`src/ulc_pkg.sv`:
```
// Constants, register map and carrier types of the unbalanced load compensation block.
package ulc_pkg;
	// Clock rate and the 10 ms timer tick.
	localparam int CLK_HZ   = 32'h01312d00;
	localparam int TICK_MS  = 32'h0000000a;
	localparam int TICK_CYC = CLK_HZ / 32'h000003e8 * TICK_MS;
	// Full rated torque in units of 0.1 percent.
	localparam int FULL_TQ  = 32'h000003e8;
	// Terminal function value that maps a terminal to the estimate trigger.
	localparam logic [7:0] FN_TRIG = 8'h43;
	localparam int N_TERM = 4;
	localparam int TERM_W = 8;

	// Register byte offsets.
	localparam logic [7:0] OFS_CTRL  = 8'h00;
	localparam logic [7:0] OFS_TERM  = 8'h04;
	localparam logic [7:0] OFS_EST   = 8'h08;
	localparam logic [7:0] OFS_HOLD  = 8'h0c;
	localparam logic [7:0] OFS_END   = 8'h10;
	localparam logic [7:0] OFS_GAIN  = 8'h14;
	localparam logic [7:0] OFS_PRE12 = 8'h18;
	localparam logic [7:0] OFS_PRE3  = 8'h1c;
	localparam logic [7:0] OFS_PI    = 8'h20;
	localparam logic [7:0] OFS_ASR   = 8'h24;
	localparam logic [7:0] OFS_APR   = 8'h28;
	localparam logic [7:0] OFS_FILT  = 8'h2c;
	localparam logic [7:0] OFS_STAT  = 8'h30;
	localparam logic [7:0] OFS_BIAS  = 8'h34;
	// Control register bit positions.
	localparam int CTRL_EN = 0;
	localparam int CTRL_TQ = 1;

	// Setting ranges, in the units of each register.
	localparam int EST_MIN  = 32'h00000001;
	localparam int EST_MAX  = 32'h000000c8;
	localparam int HOLD_MIN = 32'h00000001;
	localparam int HOLD_MAX = 32'h000007d0;
	localparam int END_MAX  = 32'h000007d0;
	localparam int GAIN_LIM = 32'h00002710;
	localparam int PRE_LIM  = 32'h000007d0;
	localparam int PI_MAX   = 32'h00000064;
	localparam int ASRP_MAX = 32'h00004e20;
	localparam int ASRI_MIN = 32'h00000001;
	localparam int ASRI_MAX = 32'h000003e8;
	localparam int APRP_MAX = 32'h000003e8;
	localparam int APRD_MAX = 32'h00000064;
	localparam int FILT_MAX = 32'h00000064;

	typedef enum logic [2:0] {S_IDLE, S_WAIT, S_EST, S_APPLY, S_RAMP, S_PLAIN} ulc_state_t;

	typedef struct packed {
		logic [7:0]  address;
		logic        read;
		logic        write;
		logic [31:0] writedata;
	} ulc_avs_req_t;

	typedef struct packed {
		logic               en;
		logic               tq;
		logic [31:0]        termfn;
		logic [15:0]        est;
		logic [15:0]        hold;
		logic [15:0]        endt;
		logic signed [15:0] pre1;
		logic signed [15:0] pre2;
		logic signed [15:0] pre3;
	} ulc_ctl_t;

	typedef struct packed {
		logic [15:0]        comp_speed_reg_p;
		logic [15:0]        comp_speed_reg_i;
		logic [15:0]        comp_position_reg_p;
		logic [15:0]        comp_position_reg_d;
		logic [15:0]        comp_speed_filter_const;
		logic [15:0]        pi_bias_integral_const;
		logic signed [15:0] driving_bias_gain;
		logic signed [15:0] braking_bias_gain;
	} ulc_cfg_t;

	// Values after reset.
	localparam ulc_ctl_t CTL_RST = '{est: 16'h0064, hold: 16'h00c8, endt: 16'h0064, default: '0};
	localparam ulc_cfg_t CFG_RST = '{comp_speed_reg_i: 16'h0001, default: '0};
endpackage : ulc_pkg

```
`src/ulc_ramp.sv`:
```
// Holds a signed torque value and ramps it to zero at the end-time rate.
`timescale 1ns/100ps
module ulc_ramp import ulc_pkg::*; #(
	parameter int P_TICK_CYC = TICK_CYC
) (
	// Clock and reset
	input  wire logic               i_clk_sys,
	input  wire logic               i_rst_b,
	// Control
	input  wire logic               i_load,
	input  wire logic signed [15:0] i_load_val,
	input  wire logic               i_go,
	input  wire logic [15:0]        i_end_time,
	// Held value
	output logic signed [15:0]      o_value
);
	logic [31:0]        acc;
	logic [31:0]        next_acc;
	logic signed [15:0] next_value;
	logic [31:0]        thr;

	// One unit of 0.1 percent is removed each time the accumulator passes the threshold,
	// so full torque takes exactly end_time ticks.
	always_comb begin
		thr        = 32'(i_end_time) * 32'(P_TICK_CYC);
		next_acc   = acc;
		next_value = o_value;
		if (i_load) begin
			next_value = i_load_val;
			next_acc   = '0;
		end else if (i_go && o_value != 16'sh0000) begin
			if (i_end_time == 16'h0000) begin
				next_value = 16'sh0000;
			end else if (acc + 32'(FULL_TQ) >= thr) begin
				next_acc   = acc + 32'(FULL_TQ) - thr;
				next_value = (o_value > 16'sh0000) ? o_value - 16'sh0001 : o_value + 16'sh0001;
			end else begin
				next_acc = acc + 32'(FULL_TQ);
			end
		end
	end

	always_ff @(posedge i_clk_sys or negedge i_rst_b) begin
		if (!i_rst_b) begin
			acc     <= '0;
			o_value <= '0;
		end else begin
			acc     <= next_acc;
			o_value <= next_value;
		end
	end
endmodule : ulc_ramp

```
`src/ulc_tick.sv`:
```
// Free-running 10 ms tick generator with a phase restart.
`timescale 1ns/100ps
module ulc_tick import ulc_pkg::*; #(
	parameter int P_TICK_CYC = TICK_CYC
) (
	// Clock and reset
	input  wire logic i_clk_sys,
	input  wire logic i_rst_b,
	// Control and tick
	input  wire logic i_clear,
	output logic      o_tick
);
	logic [31:0] cnt;
	logic [31:0] next_cnt;
	logic        next_tick;

	always_comb begin
		next_cnt  = cnt + 32'h1;
		next_tick = 1'b0;
		if (i_clear) begin
			next_cnt = '0;
		end else if (cnt >= 32'(P_TICK_CYC - 1)) begin
			next_cnt  = '0;
			next_tick = 1'b1;
		end
	end

	always_ff @(posedge i_clk_sys or negedge i_rst_b) begin
		if (!i_rst_b) begin
			cnt    <= '0;
			o_tick <= 1'b0;
		end else begin
			cnt    <= next_cnt;
			o_tick <= next_tick;
		end
	end
endmodule : ulc_tick

```
`src/ulc_top.sv`:
```
// Unbalanced load compensation sequencer with its settings behind an Avalon-MM slave.
`timescale 1ns/100ps
module ulc_top import ulc_pkg::*; #(
	parameter int P_TICK_CYC = TICK_CYC
) (
	// Clock and reset
	input  wire logic               i_clk_sys,
	input  wire logic               i_rst_b,
	// Register bus
	input  wire ulc_avs_req_t       i_avs,
	output logic [31:0]             o_avs_readdata,
	output logic                    o_avs_waitrequest,
	// Host pins
	input  wire logic               i_run,
	input  wire logic [N_TERM-1:0]  i_term,
	input  wire logic               i_bias_select_a,
	input  wire logic               i_bias_select_b,
	// Drive signals on the same clock
	input  wire logic signed [15:0] i_torque_ref,
	input  wire logic signed [15:0] i_host_torque_ref,
	input  wire logic               i_speed_ref_nz,
	// Drive outputs
	output logic signed [15:0]      o_torque_bias,
	output logic signed [15:0]      o_torque_cmd,
	output logic                    o_zero_hold,
	output logic                    o_est_active,
	output logic                    o_comp_valid,
	output logic                    o_drive_on,
	output ulc_cfg_t                o_cfg
);
	function automatic logic [15:0] clampw(input logic [15:0] w, input int lo, input int hi);
		int v;
		v = int'($signed(w));
		if (v < lo) begin
			v = lo;
		end else if (v > hi) begin
			v = hi;
		end
		return v[15:0];
	endfunction : clampw

	function automatic logic signed [15:0] sat16(input logic signed [16:0] v);
		if (v[16] != v[15]) begin
			return v[16] ? 16'sh8000 : 16'sh7fff;
		end
		return v[15:0];
	endfunction : sat16

	// Pin synchronisers: run, terminals, select a, select b.
	localparam int NPIN = N_TERM + 3;
	logic [NPIN-1:0] pin_m;
	logic [NPIN-1:0] pin_s;
	logic            run_s;
	logic [N_TERM-1:0] term_s;
	logic [1:0]      sel_s;

	always_ff @(posedge i_clk_sys or negedge i_rst_b) begin
		if (!i_rst_b) begin
			pin_m <= '0;
			pin_s <= '0;
		end else begin
			pin_m <= {i_bias_select_b, i_bias_select_a, i_term, i_run};
			pin_s <= pin_m;
		end
	end
	assign run_s  = pin_s[0];
	assign term_s = pin_s[N_TERM:1];
	assign sel_s  = pin_s[NPIN-1:N_TERM+1];

	// Settings registers and the bus slave.
	ulc_ctl_t           ctl;
	ulc_ctl_t           next_ctl;
	ulc_cfg_t           next_cfg;
	logic [31:0]        next_readdata;
	logic               next_wait;
	logic [31:0]        rdata;
	logic [31:0]        wd;
	logic               wr_take;
	ulc_state_t         state;
	logic signed [15:0] comp;
	logic               mapped;

	assign wd      = i_avs.writedata;
	assign wr_take = i_avs.write && !o_avs_waitrequest;

	always_comb begin
		unique case (i_avs.address)
			OFS_CTRL:  rdata = {30'h0, ctl.tq, ctl.en};
			OFS_TERM:  rdata = ctl.termfn;
			OFS_EST:   rdata = {16'h0, ctl.est};
			OFS_HOLD:  rdata = {16'h0, ctl.hold};
			OFS_END:   rdata = {16'h0, ctl.endt};
			OFS_GAIN:  rdata = {o_cfg.braking_bias_gain, o_cfg.driving_bias_gain};
			OFS_PRE12: rdata = {ctl.pre2, ctl.pre1};
			OFS_PRE3:  rdata = {16'h0, ctl.pre3};
			OFS_PI:    rdata = {16'h0, o_cfg.pi_bias_integral_const};
			OFS_ASR:   rdata = {o_cfg.comp_speed_reg_i, o_cfg.comp_speed_reg_p};
			OFS_APR:   rdata = {o_cfg.comp_position_reg_d, o_cfg.comp_position_reg_p};
			OFS_FILT:  rdata = {16'h0, o_cfg.comp_speed_filter_const};
			OFS_STAT:  rdata = {comp, 11'h0, mapped, run_s, state};
			OFS_BIAS:  rdata = {o_torque_cmd, o_torque_bias};
			default:   rdata = 32'h0;
		endcase
	end

	// Every access takes two cycles: the slave drops waitrequest in the cycle after the request.
	always_comb begin
		next_ctl      = ctl;
		next_cfg      = o_cfg;
		next_wait     = 1'b1;
		next_readdata = o_avs_readdata;
		if ((i_avs.read || i_avs.write) && o_avs_waitrequest) begin
			next_wait     = 1'b0;
			next_readdata = i_avs.read ? rdata : 32'h0;
		end
		if (wr_take) begin
			case (i_avs.address)
				OFS_CTRL: begin
					next_ctl.en = wd[CTRL_EN];
					next_ctl.tq = wd[CTRL_TQ];
				end
				OFS_TERM:  next_ctl.termfn = wd;
				OFS_EST:   next_ctl.est = clampw(wd[15:0], EST_MIN, EST_MAX);
				OFS_HOLD:  next_ctl.hold = clampw(wd[15:0], HOLD_MIN, HOLD_MAX);
				OFS_END:   next_ctl.endt = clampw(wd[15:0], 0, END_MAX);
				OFS_GAIN: begin
					next_cfg.driving_bias_gain = clampw(wd[15:0], -GAIN_LIM, GAIN_LIM);
					next_cfg.braking_bias_gain = clampw(wd[31:16], -GAIN_LIM, GAIN_LIM);
				end
				OFS_PRE12: begin
					next_ctl.pre1 = clampw(wd[15:0], -PRE_LIM, PRE_LIM);
					next_ctl.pre2 = clampw(wd[31:16], -PRE_LIM, PRE_LIM);
				end
				OFS_PRE3:  next_ctl.pre3 = clampw(wd[15:0], -PRE_LIM, PRE_LIM);
				OFS_PI:    next_cfg.pi_bias_integral_const = clampw(wd[15:0], 0, PI_MAX);
				OFS_ASR: begin
					next_cfg.comp_speed_reg_p = clampw(wd[15:0], 0, ASRP_MAX);
					next_cfg.comp_speed_reg_i = clampw(wd[31:16], ASRI_MIN, ASRI_MAX);
				end
				OFS_APR: begin
					next_cfg.comp_position_reg_p = clampw(wd[15:0], 0, APRP_MAX);
					next_cfg.comp_position_reg_d = clampw(wd[31:16], 0, APRD_MAX);
				end
				OFS_FILT:  next_cfg.comp_speed_filter_const = clampw(wd[15:0], 0, FILT_MAX);
				default:   next_ctl = ctl;
			endcase
		end
	end

	always_ff @(posedge i_clk_sys or negedge i_rst_b) begin
		if (!i_rst_b) begin
			ctl               <= CTL_RST;
			o_cfg             <= CFG_RST;
			o_avs_waitrequest <= 1'b1;
			o_avs_readdata    <= '0;
		end else begin
			ctl               <= next_ctl;
			o_cfg             <= next_cfg;
			o_avs_waitrequest <= next_wait;
			o_avs_readdata    <= next_readdata;
		end
	end

	// Trigger mapping and host bias selection.
	logic               trig_s;
	logic signed [15:0] host_bias;
	logic signed [15:0] next_host_bias;
	logic [15:0]        hold_eff;

	always_comb begin
		mapped = 1'b0;
		trig_s = 1'b0;
		for (int k = 0; k < N_TERM; k++) begin
			if (ctl.termfn[k*TERM_W +: TERM_W] == FN_TRIG) begin
				mapped = 1'b1;
				trig_s = trig_s | term_s[k];
			end
		end
		unique case (sel_s)
			2'b00:   next_host_bias = ctl.pre1;
			2'b01:   next_host_bias = ctl.pre2;
			2'b10:   next_host_bias = 16'sh0000;
			2'b11:   next_host_bias = ctl.pre3;
		endcase
		hold_eff = (ctl.est > ctl.hold) ? ctl.est : ctl.hold;
	end

	// Sequencer.
	ulc_state_t         next_state;
	logic [15:0]        tcnt;
	logic [15:0]        next_tcnt;
	logic [15:0]        tnext;
	logic signed [15:0] next_comp;
	logic signed [15:0] cval;
	logic signed [15:0] ramp_val;
	logic signed [15:0] ld_val;
	logic               ld;
	logic               go;
	logic               tclr;
	logic               tick;
	logic               in_comp;

	ulc_tick #(.P_TICK_CYC(P_TICK_CYC)) u_tick (
		.i_clk_sys (i_clk_sys),
		.i_rst_b   (i_rst_b),
		.i_clear   (tclr),
		.o_tick    (tick)
	);

	ulc_ramp #(.P_TICK_CYC(P_TICK_CYC)) u_ramp (
		.i_clk_sys  (i_clk_sys),
		.i_rst_b    (i_rst_b),
		.i_load     (ld),
		.i_load_val (ld_val),
		.i_go       (go),
		.i_end_time (ctl.endt),
		.o_value    (ramp_val)
	);

	always_comb begin
		next_state = state;
		next_comp  = comp;
		tnext      = tick ? tcnt + 16'h0001 : tcnt;
		next_tcnt  = tcnt;
		cval       = sat16(17'(i_torque_ref) - 17'(host_bias));
		ld         = 1'b0;
		ld_val     = 16'sh0000;
		go         = 1'b0;
		tclr       = 1'b0;
		unique case (state)
			S_IDLE: begin
				ld        = 1'b1;
				next_comp = 16'sh0000;
				if (run_s) begin
					if (!ctl.en) begin
						next_state = S_PLAIN;
					end else if (mapped) begin
						next_state = trig_s ? S_PLAIN : S_WAIT;
					end else begin
						next_state = S_EST;
						next_tcnt  = 16'h0000;
						tclr       = 1'b1;
					end
				end
			end
			S_WAIT: begin
				if (!run_s) begin
					next_state = S_IDLE;
				end else if (trig_s) begin
					next_state = S_EST;
					next_tcnt  = 16'h0000;
					tclr       = 1'b1;
				end
			end
			S_EST: begin
				next_tcnt = tnext;
				if (!run_s) begin
					next_state = S_IDLE;
				end else if (tnext >= ctl.est || (!ctl.tq && i_speed_ref_nz)) begin
					next_state = S_APPLY;
					next_comp  = cval;
					ld         = 1'b1;
					ld_val     = ctl.tq ? cval : sat16(17'(host_bias) + 17'(cval));
				end
			end
			S_APPLY: begin
				next_tcnt = (tcnt >= hold_eff) ? tcnt : tnext;
				if (ctl.tq) begin
					if (!run_s) begin
						next_state = S_IDLE;
					end else if (tcnt >= hold_eff) begin
						next_state = S_RAMP;
					end
				end else if (!run_s) begin
					next_state = S_RAMP;
				end
			end
			S_RAMP: begin
				go = 1'b1;
				if (ctl.tq ? !run_s : (ramp_val == 16'sh0000)) begin
					next_state = S_IDLE;
				end
			end
			S_PLAIN: begin
				if (!run_s) begin
					next_state = S_IDLE;
				end
			end
		endcase
	end

	assign in_comp = (state == S_APPLY) || (state == S_RAMP);

	always_ff @(posedge i_clk_sys or negedge i_rst_b) begin
		if (!i_rst_b) begin
			state         <= S_IDLE;
			tcnt          <= '0;
			comp          <= '0;
			host_bias     <= '0;
			o_torque_bias <= '0;
			o_torque_cmd  <= '0;
			o_zero_hold   <= 1'b0;
			o_est_active  <= 1'b0;
			o_comp_valid  <= 1'b0;
			o_drive_on    <= 1'b0;
		end else begin
			state         <= next_state;
			tcnt          <= next_tcnt;
			comp          <= next_comp;
			host_bias     <= next_host_bias;
			o_torque_bias <= (!ctl.tq && in_comp) ? ramp_val : host_bias;
			o_torque_cmd  <= sat16(17'(i_host_torque_ref) + 17'((ctl.tq && in_comp) ? ramp_val : 16'sh0000));
			o_zero_hold   <= (next_state == S_EST) && !ctl.tq;
			o_est_active  <= (next_state == S_EST);
			o_comp_valid  <= (next_state == S_APPLY) || (next_state == S_RAMP);
			o_drive_on    <= (next_state != S_IDLE);
		end
	end
endmodule : ulc_top
```
`config.mk`:
```
export PLATFORM = sky130hd
export DESIGN_NAME = ulc_top
export DESIGN_NICKNAME = d
export VERILOG_FILES = /design/src/ulc_pkg.sv /design/src/ulc_ramp.sv /design/src/ulc_tick.sv /design/src/ulc_top.sv
export SDC_FILE = /design/constraint.sdc
export NUM_CORES = 1
export LEC_CHECK = 0
export BUFFER_PORTS_ARGS = -buffer_cell sky130_fd_sc_hd__buf_2
export CAP_MARGIN = 20
export CORE_MARGIN = 5
export CORE_UTILIZATION = 55
export CTS_CLUSTER_SIZE = 25
export DETAILED_ROUTE_END_ITERATION = 16
export PLACE_DENSITY = 0.78
export SLEW_MARGIN = 20
export SYNTH_ARGS = -nofsm -noshare
export SYNTH_HDL_FRONTEND = slang
export SYNTH_SLANG_ARGS = --single-unit
```
`constraint.sdc`:
```
create_clock -name i_clk_sys -period 6.85 [get_ports i_clk_sys]
set_input_delay 0.3425 -clock i_clk_sys [delete_from_list [all_inputs] [get_ports i_clk_sys]]
set_output_delay 0.3425 -clock i_clk_sys [all_outputs]
set_load 0.01 [all_outputs]
```
==> metrics.md, run 1 <==
| Metric | Value |
|---|---|
| Die area | `60560 µm²` |
| Clock Latency Late Sink | `620 ps` |
| # diodes | `0` |
| Distinct cells, synth | `101` |
| Hold endpoint | `o_cfg[12]$_DFFE_PN0P_` |
| Post-synth EDFFs | `0` |
| Leading cell type in the layout, fill and taps excluded | `dfrtp_1` |
| Gr ovfl total | `0` |
| Max Root-Sink Buffers | `3` |
| H-Tree Depth | `2` |
| Max_cap viols | `0` |
| Final clock skew | `36.17 ps` |
| Yosys warnings | `0` |
| Worst vdd ir | `0.0002752 V` |
| Layout area overhead | `14.00%` |
| Slew @ Worst Pin | `1118 ps` |
| Commonest non-fill, non-tap cells in the layout | `dfrtp_1, nand2_1, buf_2` |
| Yosys top cell by area | `dfrtp_1` |
| Buffers added on ports | `275` |
| #FFs+latches synth | `465` |
| Synth top area share | `0.3706` |
| PwrDens | `274.4 nW/µm²` |
| Post-Syn Instances | `3305` |
| Placed Area | `32870 µm²` |
| GPL Wtd Cong | `1.011` |
| Startpoint Class | `register` |
| Syn Area/Cell | `9.276 µm²` |
| Tot GR Track Use | `0.3382` |
| Hold crit path type | `input pin to register` |
| Fin nets | `3927` |
| Final hold slack | `53.38 ps` |
| Type of the worst setup path | `register to register` |
| Dpl cells | `4236` |
| Fin. Hold Viols | `0` |
| Count of pins over their slew limit | `0` |
| Drt total wl | `106100 µm` |
| CTS tree | `built` |
| DRT Pass-1 Iters | `8` |
| Vias post-DR | `27870` |
| Fin crit period | `6687 ps` |
| Layout fillers | `4612` |
| Worst R2R End | `u_ramp.acc[8]$_DFFE_PN0P_` |
| WP data required | `7330 ps` |
| CP endpoint kind | `register` |
| Largest net degree at the start of global routing | `193` |
| Fin cells | `4340` |
| Critical path arrival | `7170 ps` |
| Rows | `86` |
| Inserted Clock Buffers | `50` |
| CORE AREA | `55200 µm²` |
| Root Buffer | `clkbuf_16` |
| Primary FF master, synth | `dfrtp_1` |
| Post-Place Worst Slack | `-334.1 ps` |
| First-pass GRT wire length | `158900 µm` |
| Status | `finished, final reports clean` |
| Share of cells above drive strength 1 | `0.1553` |
| Period Utilization, post-route | `0.9761` |
| Area of the mapped netlist | `30660 µm²` |
| DRC Markers | `0` |
| R2R setup slack | `160 ps` |
| Routed Antenna Nets | `0` |
| # setup viols final | `0` |
| Die width | `246.1 µm` |
| DR vias/cell | `6.421` |
| Starting Density | `0.5554` |
| Initial antenna violation count | `3` |
| Vias in the first global route | `26620` |
| Fin area | `34950 µm²` |
| Wire length per cell | `24.44 µm` |
| IO Count | `281` |
| Hold_sp | `i_avs[28]` |
| Clk sinks | `465` |
| R2R Path Start | `ctl[53]$_DFFE_PN1P_` |
| Drt first-iter violations | `3349` |
| DPL Wire Length | `79030 µm` |
| Post-synthesis async set-or-reset flop share | `1.000` |
| Max Fanout on Critical Path | `7` |
| Hold Path Depth | `3` |
| Vert. Die Dim | `246.1 µm` |
| Final setup margin | `163.4 ps` |
| Leakage | `17.29 nW` |
| Clock Pin Slew Worst Setup and Hold Paths | `60 ps` |
| RSZ-0062 raised after global routing | `false` |
| Final Power | `9.590 mW` |
| Slew headroom | `0.2517` |
| Post-synthesis sequential area ratio | `0.3800` |
| Largest cells by area after synthesis | `dfrtp_1, ha_1, nand2_1` |
| Peak Freq | `149.6 MHz` |
| Worst Reg2Reg Path Length in Cells | `27` |
-- area by class of cell --
class                   count  area (µm²)  share of cell area
well taps                 748       935.9             0.02678
repair buffers            343        1971             0.05639
multi-input cells        2460       17730              0.5072
inverters                 234       878.3             0.02513
clock buffers              70        1436             0.04110
clock inverters            20       350.3             0.01002
flip-flops and latches    465       11650              0.3333
-- Yosys cell counts, types with 6 or more instances --
library cell,n
a211o_1,12
a211oi_1,27
a21o_1,73
a21oi_1,159
a221oi_1,42
a222oi_1,17
a22o_1,130
a22oi_1,55
a31oi_1,30
and2_1,65
and3_1,38
and4_1,11
buf_1,7
buf_2,15
buf_4,6
clkbuf_1,135
dfrtp_1,454
dfstp_2,11
fa_1,47
ha_1,242
inv_1,232
mux2_2,51
mux2i_1,21
nand2_1,342
nand2b_1,35
nand3_1,98
nand3b_1,11
nand4_1,33
nor2_1,188
nor2b_1,24
nor3_1,53
nor4_1,13
nor4b_1,7
o211ai_1,13
o21a_1,27
o21ai_0,224
o21ai_1,8
o21bai_1,18
o31a_1,8
o31ai_1,32
or3_1,14
xnor2_1,87
xor2_1,56
-- kinds of logic (layout without fill, tap and decap cells) --
group / count (synthesis) / after routing / share of synthesized area
mux: 72 / 72 / 0.02559
other cells: 1 / 19 / 0.0001223
buf+inv: 398 / 667 / 0.05032
xor+xnor: 143 / 143 / 0.04086
fa+ha+maj: 289 / 289 / 0.1295
simple gates: 964 / 964 / 0.1515
flops: 465 / 465 / 0.3800
compound gates: 973 / 973 / 0.2221
-- report_power, final --
group | switching [mW] | total [mW] | internal, mW
sequential | 0.321 | 3.24 | 2.92
combinational | 2.01 | 3.43 | 1.42
clock | 1.19 | 2.93 | 1.74
total | 3.52 | 9.59 | 6.07
-- how the worst max path moves through the flow --
stage / cells after the start / from / to
floorplan: 28 / ctl[53]$_DFFE_PN1P_ / u_ramp.acc[19]$_DFFE_PN0P_
global placement: 27 / ctl[53]$_DFFE_PN1P_ / u_ramp.o_value[13]$_DFFE_PN0P_
detailed placement: 26 / ctl[53]$_DFFE_PN1P_ / u_ramp.o_value[13]$_DFFE_PN0P_
CTS: 29 / ctl[53]$_DFFE_PN1P_ / u_ramp.o_value[15]$_DFFE_PN0P_
global route: 28 / ctl[54]$_DFFE_PN1P_ / u_ramp.o_value[2]$_DFFE_PN0P_
finish: 27 / ctl[53]$_DFFE_PN1P_ / u_ramp.acc[8]$_DFFE_PN0P_
-- worst max-delay path, stage by stage, from the launching register on --
cell,delay [ps]
dfstp_2,560
inv_1,50
ha_1,270
ha_1,320
inv_1,70
fa_1,520
inv_1,70
fa_1,550
inv_1,70
fa_1,550
inv_1,80
ha_4,300
nand3_1,110
o2111a_2,320
nor2_1,140
a21oi_2,80
xor2_2,190
ha_4,280
a21o_1,190
a21o_1,170
a21o_1,200
a311oi_1,220
a21bo_2,290
a31oi_4,360
buf_6,150
buf_4,120
o21ai_0,120
a22o_1,210
-- timing repair --
item / CTS / global route
buffers inserted: 0 / 4
setup endpoints to repair: 20 / 41
pin swaps: 0 / 10
hold buffers: 9 / 0
endpoints found under the hold margin: 109 / 0
gates resized for setup: 2 / 29
-- metrics by stage --
step           setup TNS, ps    util
3_3_place_gp          -204.3  0.5954
4_1_cts                    0  0.6296
3_5_place_dp           -1387  0.5955
6_report                   0  0.6331
2_1_floorplan              0       -
5_1_grt                    0  0.6331
-- flip-flops by register name, summed over array words and instances (netlist names) --
| register | count |
|---|---|
| comp | 16 |
| ctl | 130 |
| host_bias | 16 |
| o_avs_readdata | 32 |
| o_avs_waitrequest | 1 |
| o_cfg | 123 |
| o_comp_valid | 1 |
| o_drive_on | 1 |
| o_est_active | 1 |
| o_torque_bias | 16 |
| o_torque_cmd | 16 |
| o_zero_hold | 1 |
| pin_m | 7 |
| pin_s | 7 |
| state | 3 |
| tcnt | 16 |
| u_ramp.acc | 29 |
| u_ramp.o_value | 16 |
| u_tick.cnt | 32 |
| u_tick.o_tick | 1 |
-- per-layer routing --
metal | up-vias | global-route usage | routed length (µm)
li1 | 12430 | - | -
met1 | 13460 | 0.4526 | 40560
met2 | 1638 | 0.5249 | 47550
met3 | 343 | 0.07724 | 11880
met4 | 0 | 0.1600 | 6061
met5 | - | 0 | 0
(Power assumes the default switching activity.)
==> run 2: changes to the inputs <==
--- a/config.mk
+++ b/config.mk
@@ -5,13 +5,15 @@
 export SDC_FILE = /design/constraint.sdc
 export NUM_CORES = 1
 export LEC_CHECK = 0
+export ABC_AREA = 1
 export BUFFER_PORTS_ARGS = -buffer_cell sky130_fd_sc_hd__buf_2
 export CAP_MARGIN = 20
+export CORE_ASPECT_RATIO = 0.8
 export CORE_MARGIN = 5
 export CORE_UTILIZATION = 55
 export CTS_CLUSTER_SIZE = 25
 export DETAILED_ROUTE_END_ITERATION = 16
-export PLACE_DENSITY = 0.78
+export PLACE_DENSITY = 0.77
 export SLEW_MARGIN = 20
 export SYNTH_ARGS = -nofsm -noshare
 export SYNTH_HDL_FRONTEND = slang
==> metrics.md, run 2 <==
| Metric | Value |
|---|---|
| Status | `finished, final reports clean` |
| Gr ovfl total | `0` |
| R2R setup slack | `440 ps` |
| Hold_sp | `i_avs[1]` |
| DPL Wire Length | `93390 µm` |
| Biggest regs | `ctl (130), o_cfg (123)` |
| Synth top area share | `0.3603` |
| GPL Wtd Cong | `1.034` |
| Largest net degree at the start of global routing | `176` |
| Peak Freq | `156.0 MHz` |
| PwrDens | `375.7 nW/µm²` |
| Max Fanout on Critical Path | `14` |
| Max Root-Sink Buffers | `3` |
| Clock Latency Late Sink | `640 ps` |
| DR vias/cell | `5.985` |
| CP dominant cell by count | `nand2_1` |
| Buffers added on ports | `275` |
| Final Power | `13.34 mW` |
| CTS tree | `built` |
| Slew headroom | `0.2023` |
| Hold endpoint | `o_cfg[33]$_DFFE_PN0P_` |
| #FFs+latches synth | `465` |
| Area of the mapped netlist | `31530 µm²` |
| Post-synth EDFFs | `0` |
| DRT Pass-1 Iters | `7` |
| Fin cells | `5179` |
| Count of pins over their slew limit | `0` |
| Slowest stage delay, CP | `580 ps` |
| Tot GR Track Use | `0.3699` |
| Initial antenna violation count | `6` |
| Post-Syn Instances | `4108` |
| DRC Markers | `0` |
| Fin. Hold Viols | `0` |
| Delay-heaviest family, CP | `adder cells` |
| Largest cells by area after synthesis | `dfrtp_1, nand2_1, ha_1` |
| Hold crit path type | `input pin to register` |
| Primary FF master, synth | `dfrtp_1` |
| Die area | `62250 µm²` |
| RSZ-0062 raised after global routing | `false` |
| Vias post-DR | `31000` |
| Slew @ Worst Pin | `1197 ps` |
| Starting Density | `0.5561` |
| H-Tree Depth | `2` |
| Fin crit period | `6411 ps` |
| R2R Path Start | `ctl[54]$_DFFE_PN1P_` |
| Worst path bufs/invs | `7` |
| Post-synthesis async set-or-reset flop share | `1.000` |
| Distinct cells, synth | `75` |
| Final core occ | `0.6263` |
| Cell with the most instances after synthesis | `nand2_1` |
| Leading cell type in the layout, fill and taps excluded | `nand2_1` |
| Max_cap viols | `0` |
| WP data required | `7350 ps` |
| Routed Antenna Nets | `0` |
| Share of cells above drive strength 1 | `0.1242` |
| CORE AREA | `56700 µm²` |
| Dpl cells | `5070` |
| Drt total wl | `119500 µm` |
| Yosys warnings | `0` |
| Commonest non-fill, non-tap cells in the layout | `nand2_1, inv_1, dfrtp_1` |
| Wire length per cell | `23.07 µm` |
| Root Buffer | `clkbuf_16` |
| Crit. path cell count | `33` |
| Worst vdd ir | `0.0003658 V` |
| Setup TNS Final | `0 ps` |
| Startpoint Class | `register` |
| Clock Pin Slew Worst Setup and Hold Paths | `60 ps` |
| Syn Area/Cell | `7.676 µm²` |
| Hold Path Depth | `3` |
| Crit-path slowest cell | `dfstp_2` |
| Inserted Clock Buffers | `49` |
| Worst Reg2Reg Path Length in Cells | `33` |
| Vias in the first global route | `28580` |
| Yosys top cell by area | `dfrtp_1` |
| Final hold slack | `23.69 ps` |
| Clk sinks | `465` |
| Fin nets | `4747` |
| Worst R2R End | `u_ramp.o_value[4]$_DFFE_PN0P_` |
| Layout area overhead | `12.62%` |
| Leakage | `18.80 nW` |
| Top reg by flops | `ctl` |
| Number of flip-flops in the largest register | `130` |
| Die width | `277.7 µm` |
| Post-synth top cells | `nand2_1, inv_1, dfrtp_1` |
| IO Count | `281` |
| Type of the worst setup path | `register to register` |
| Final clock skew | `46.70 ps` |
| Critical path arrival | `6910 ps` |
| First-pass GRT wire length | `177700 µm` |
| Post-synthesis sequential area ratio | `0.3694` |
| Rows | `78` |
| # setup viols final | `0` |
| Period Utilization, post-route | `0.9360` |
| CP endpoint kind | `register` |
| Vert. Die Dim | `224.2 µm` |
| Drt first-iter violations | `4453` |
[run 2: cell count changes after synthesis, moves of 35 or more]
cell	previous run	this run
o22ai_1	4	102
a22o_1	130	3
a22oi_1	55	8
mux2_2	51	0
a21o_1	73	7
o21ai_0	224	292
and3_1	38	3
and2_1	65	3
inv_2	2	45
nor2_1	188	285
nand2_1	342	993
clkbuf_1	135	57
inv_1	232	621
nand3_1	98	168
[run 2: how the worst max path moves through the flow]
| stage | from | to |
|---|---|---|
| 6_report | ctl[54]$_DFFE_PN1P_ | u_ramp.o_value[4]$_DFFE_PN0P_ |
| 5_1_grt | ctl[54]$_DFFE_PN1P_ | u_ramp.o_value[1]$_DFFE_PN0P_ |
| 4_1_cts | ctl[54]$_DFFE_PN1P_ | u_ramp.acc[12]$_DFFE_PN0P_ |
| 3_5_place_dp | ctl[54]$_DFFE_PN1P_ | u_ramp.acc[12]$_DFFE_PN0P_ |
| 3_3_place_gp | ctl[54]$_DFFE_PN1P_ | u_ramp.acc[31]$_DFFE_PN0P_ |
| 2_1_floorplan | ctl[54]$_DFFE_PN1P_ | u_ramp.o_value[15]$_DFFE_PN0P_ |
[run 2: worst register-to-register path: cells and delay by family (launching register included)]
kind            cells  cell delay, ps
xor+xnor            1             190
flops               1             580
simple gates       17            1900
compound gates      1             190
fa+ha+maj           7            2910
buf+inv             7             490
[run 2: per-layer routing]
| metal | vias to the layer above | global-route usage | wire length [µm] |
|---|---|---|---|
| li1 | 13990 | - | - |
| met1 | 14570 | 0.5389 | 48910 |
| met3 | 332 | 0.1223 | 17440 |
| met2 | 2106 | 0.5155 | 48000 |
| met5 | - | 0 | 24 |
| met4 | 4 | 0.1346 | 5113 |
[run 2: through the flow]
| stage | setup WS, ps | instance area [µm²] |
|---|---|---|
| 5_1_grt | 20.39 | 35510 |
| 3_3_place_gp | 392.3 | 33600 |
| 6_report | 438.6 | 35510 |
| 3_5_place_dp | 253.6 | 33600 |
| 2_1_floorplan | 1058 | 31600 |
| 4_1_cts | 233.6 | 35450 |
[run 2: where the power goes]
group | switching, mW | internal, mW | leakage [nW]
Clock | 1.27 | 1.69 | 0.862
Sequential | 0.263 | 2.94 | 5.63
Combinational | 4.75 | 2.43 | 12.3
[run 2: cell type report]
class	count	area [µm²]
clock buffer	60	1358
clock inverter	31	404.1
multi-input combinational	2878	16910
antenna	5	12.51
tap	760	950.9
fill	5049	21190
sequential	465	11650
inverter	672	2536
timing repair buffer	308	1692
[run 2: what timing repair did]
item                                    in CTS  in global routing
resized for setup                            0                  5
endpoints found under the setup margin       0                 39
buffers inserted                             0                  2
hold endpoints to repair                    74                  0
hold buffers                                 9                  0
[run 2: kinds of logic (layout without fill, tap and decap cells)]
| family | Yosys count | after routing | synth area share |
|---|---|---|---|
| fa+ha+maj | 289 | 289 | 0.1259 |
| flops | 465 | 465 | 0.3694 |
| simple gates | 1661 | 1661 | 0.2243 |
| other cells | 1 | 24 | 0.0001189 |
| xor+xnor | 124 | 124 | 0.03468 |
| compound gates | 785 | 785 | 0.1484 |
| buf+inv | 783 | 1071 | 0.09721 |
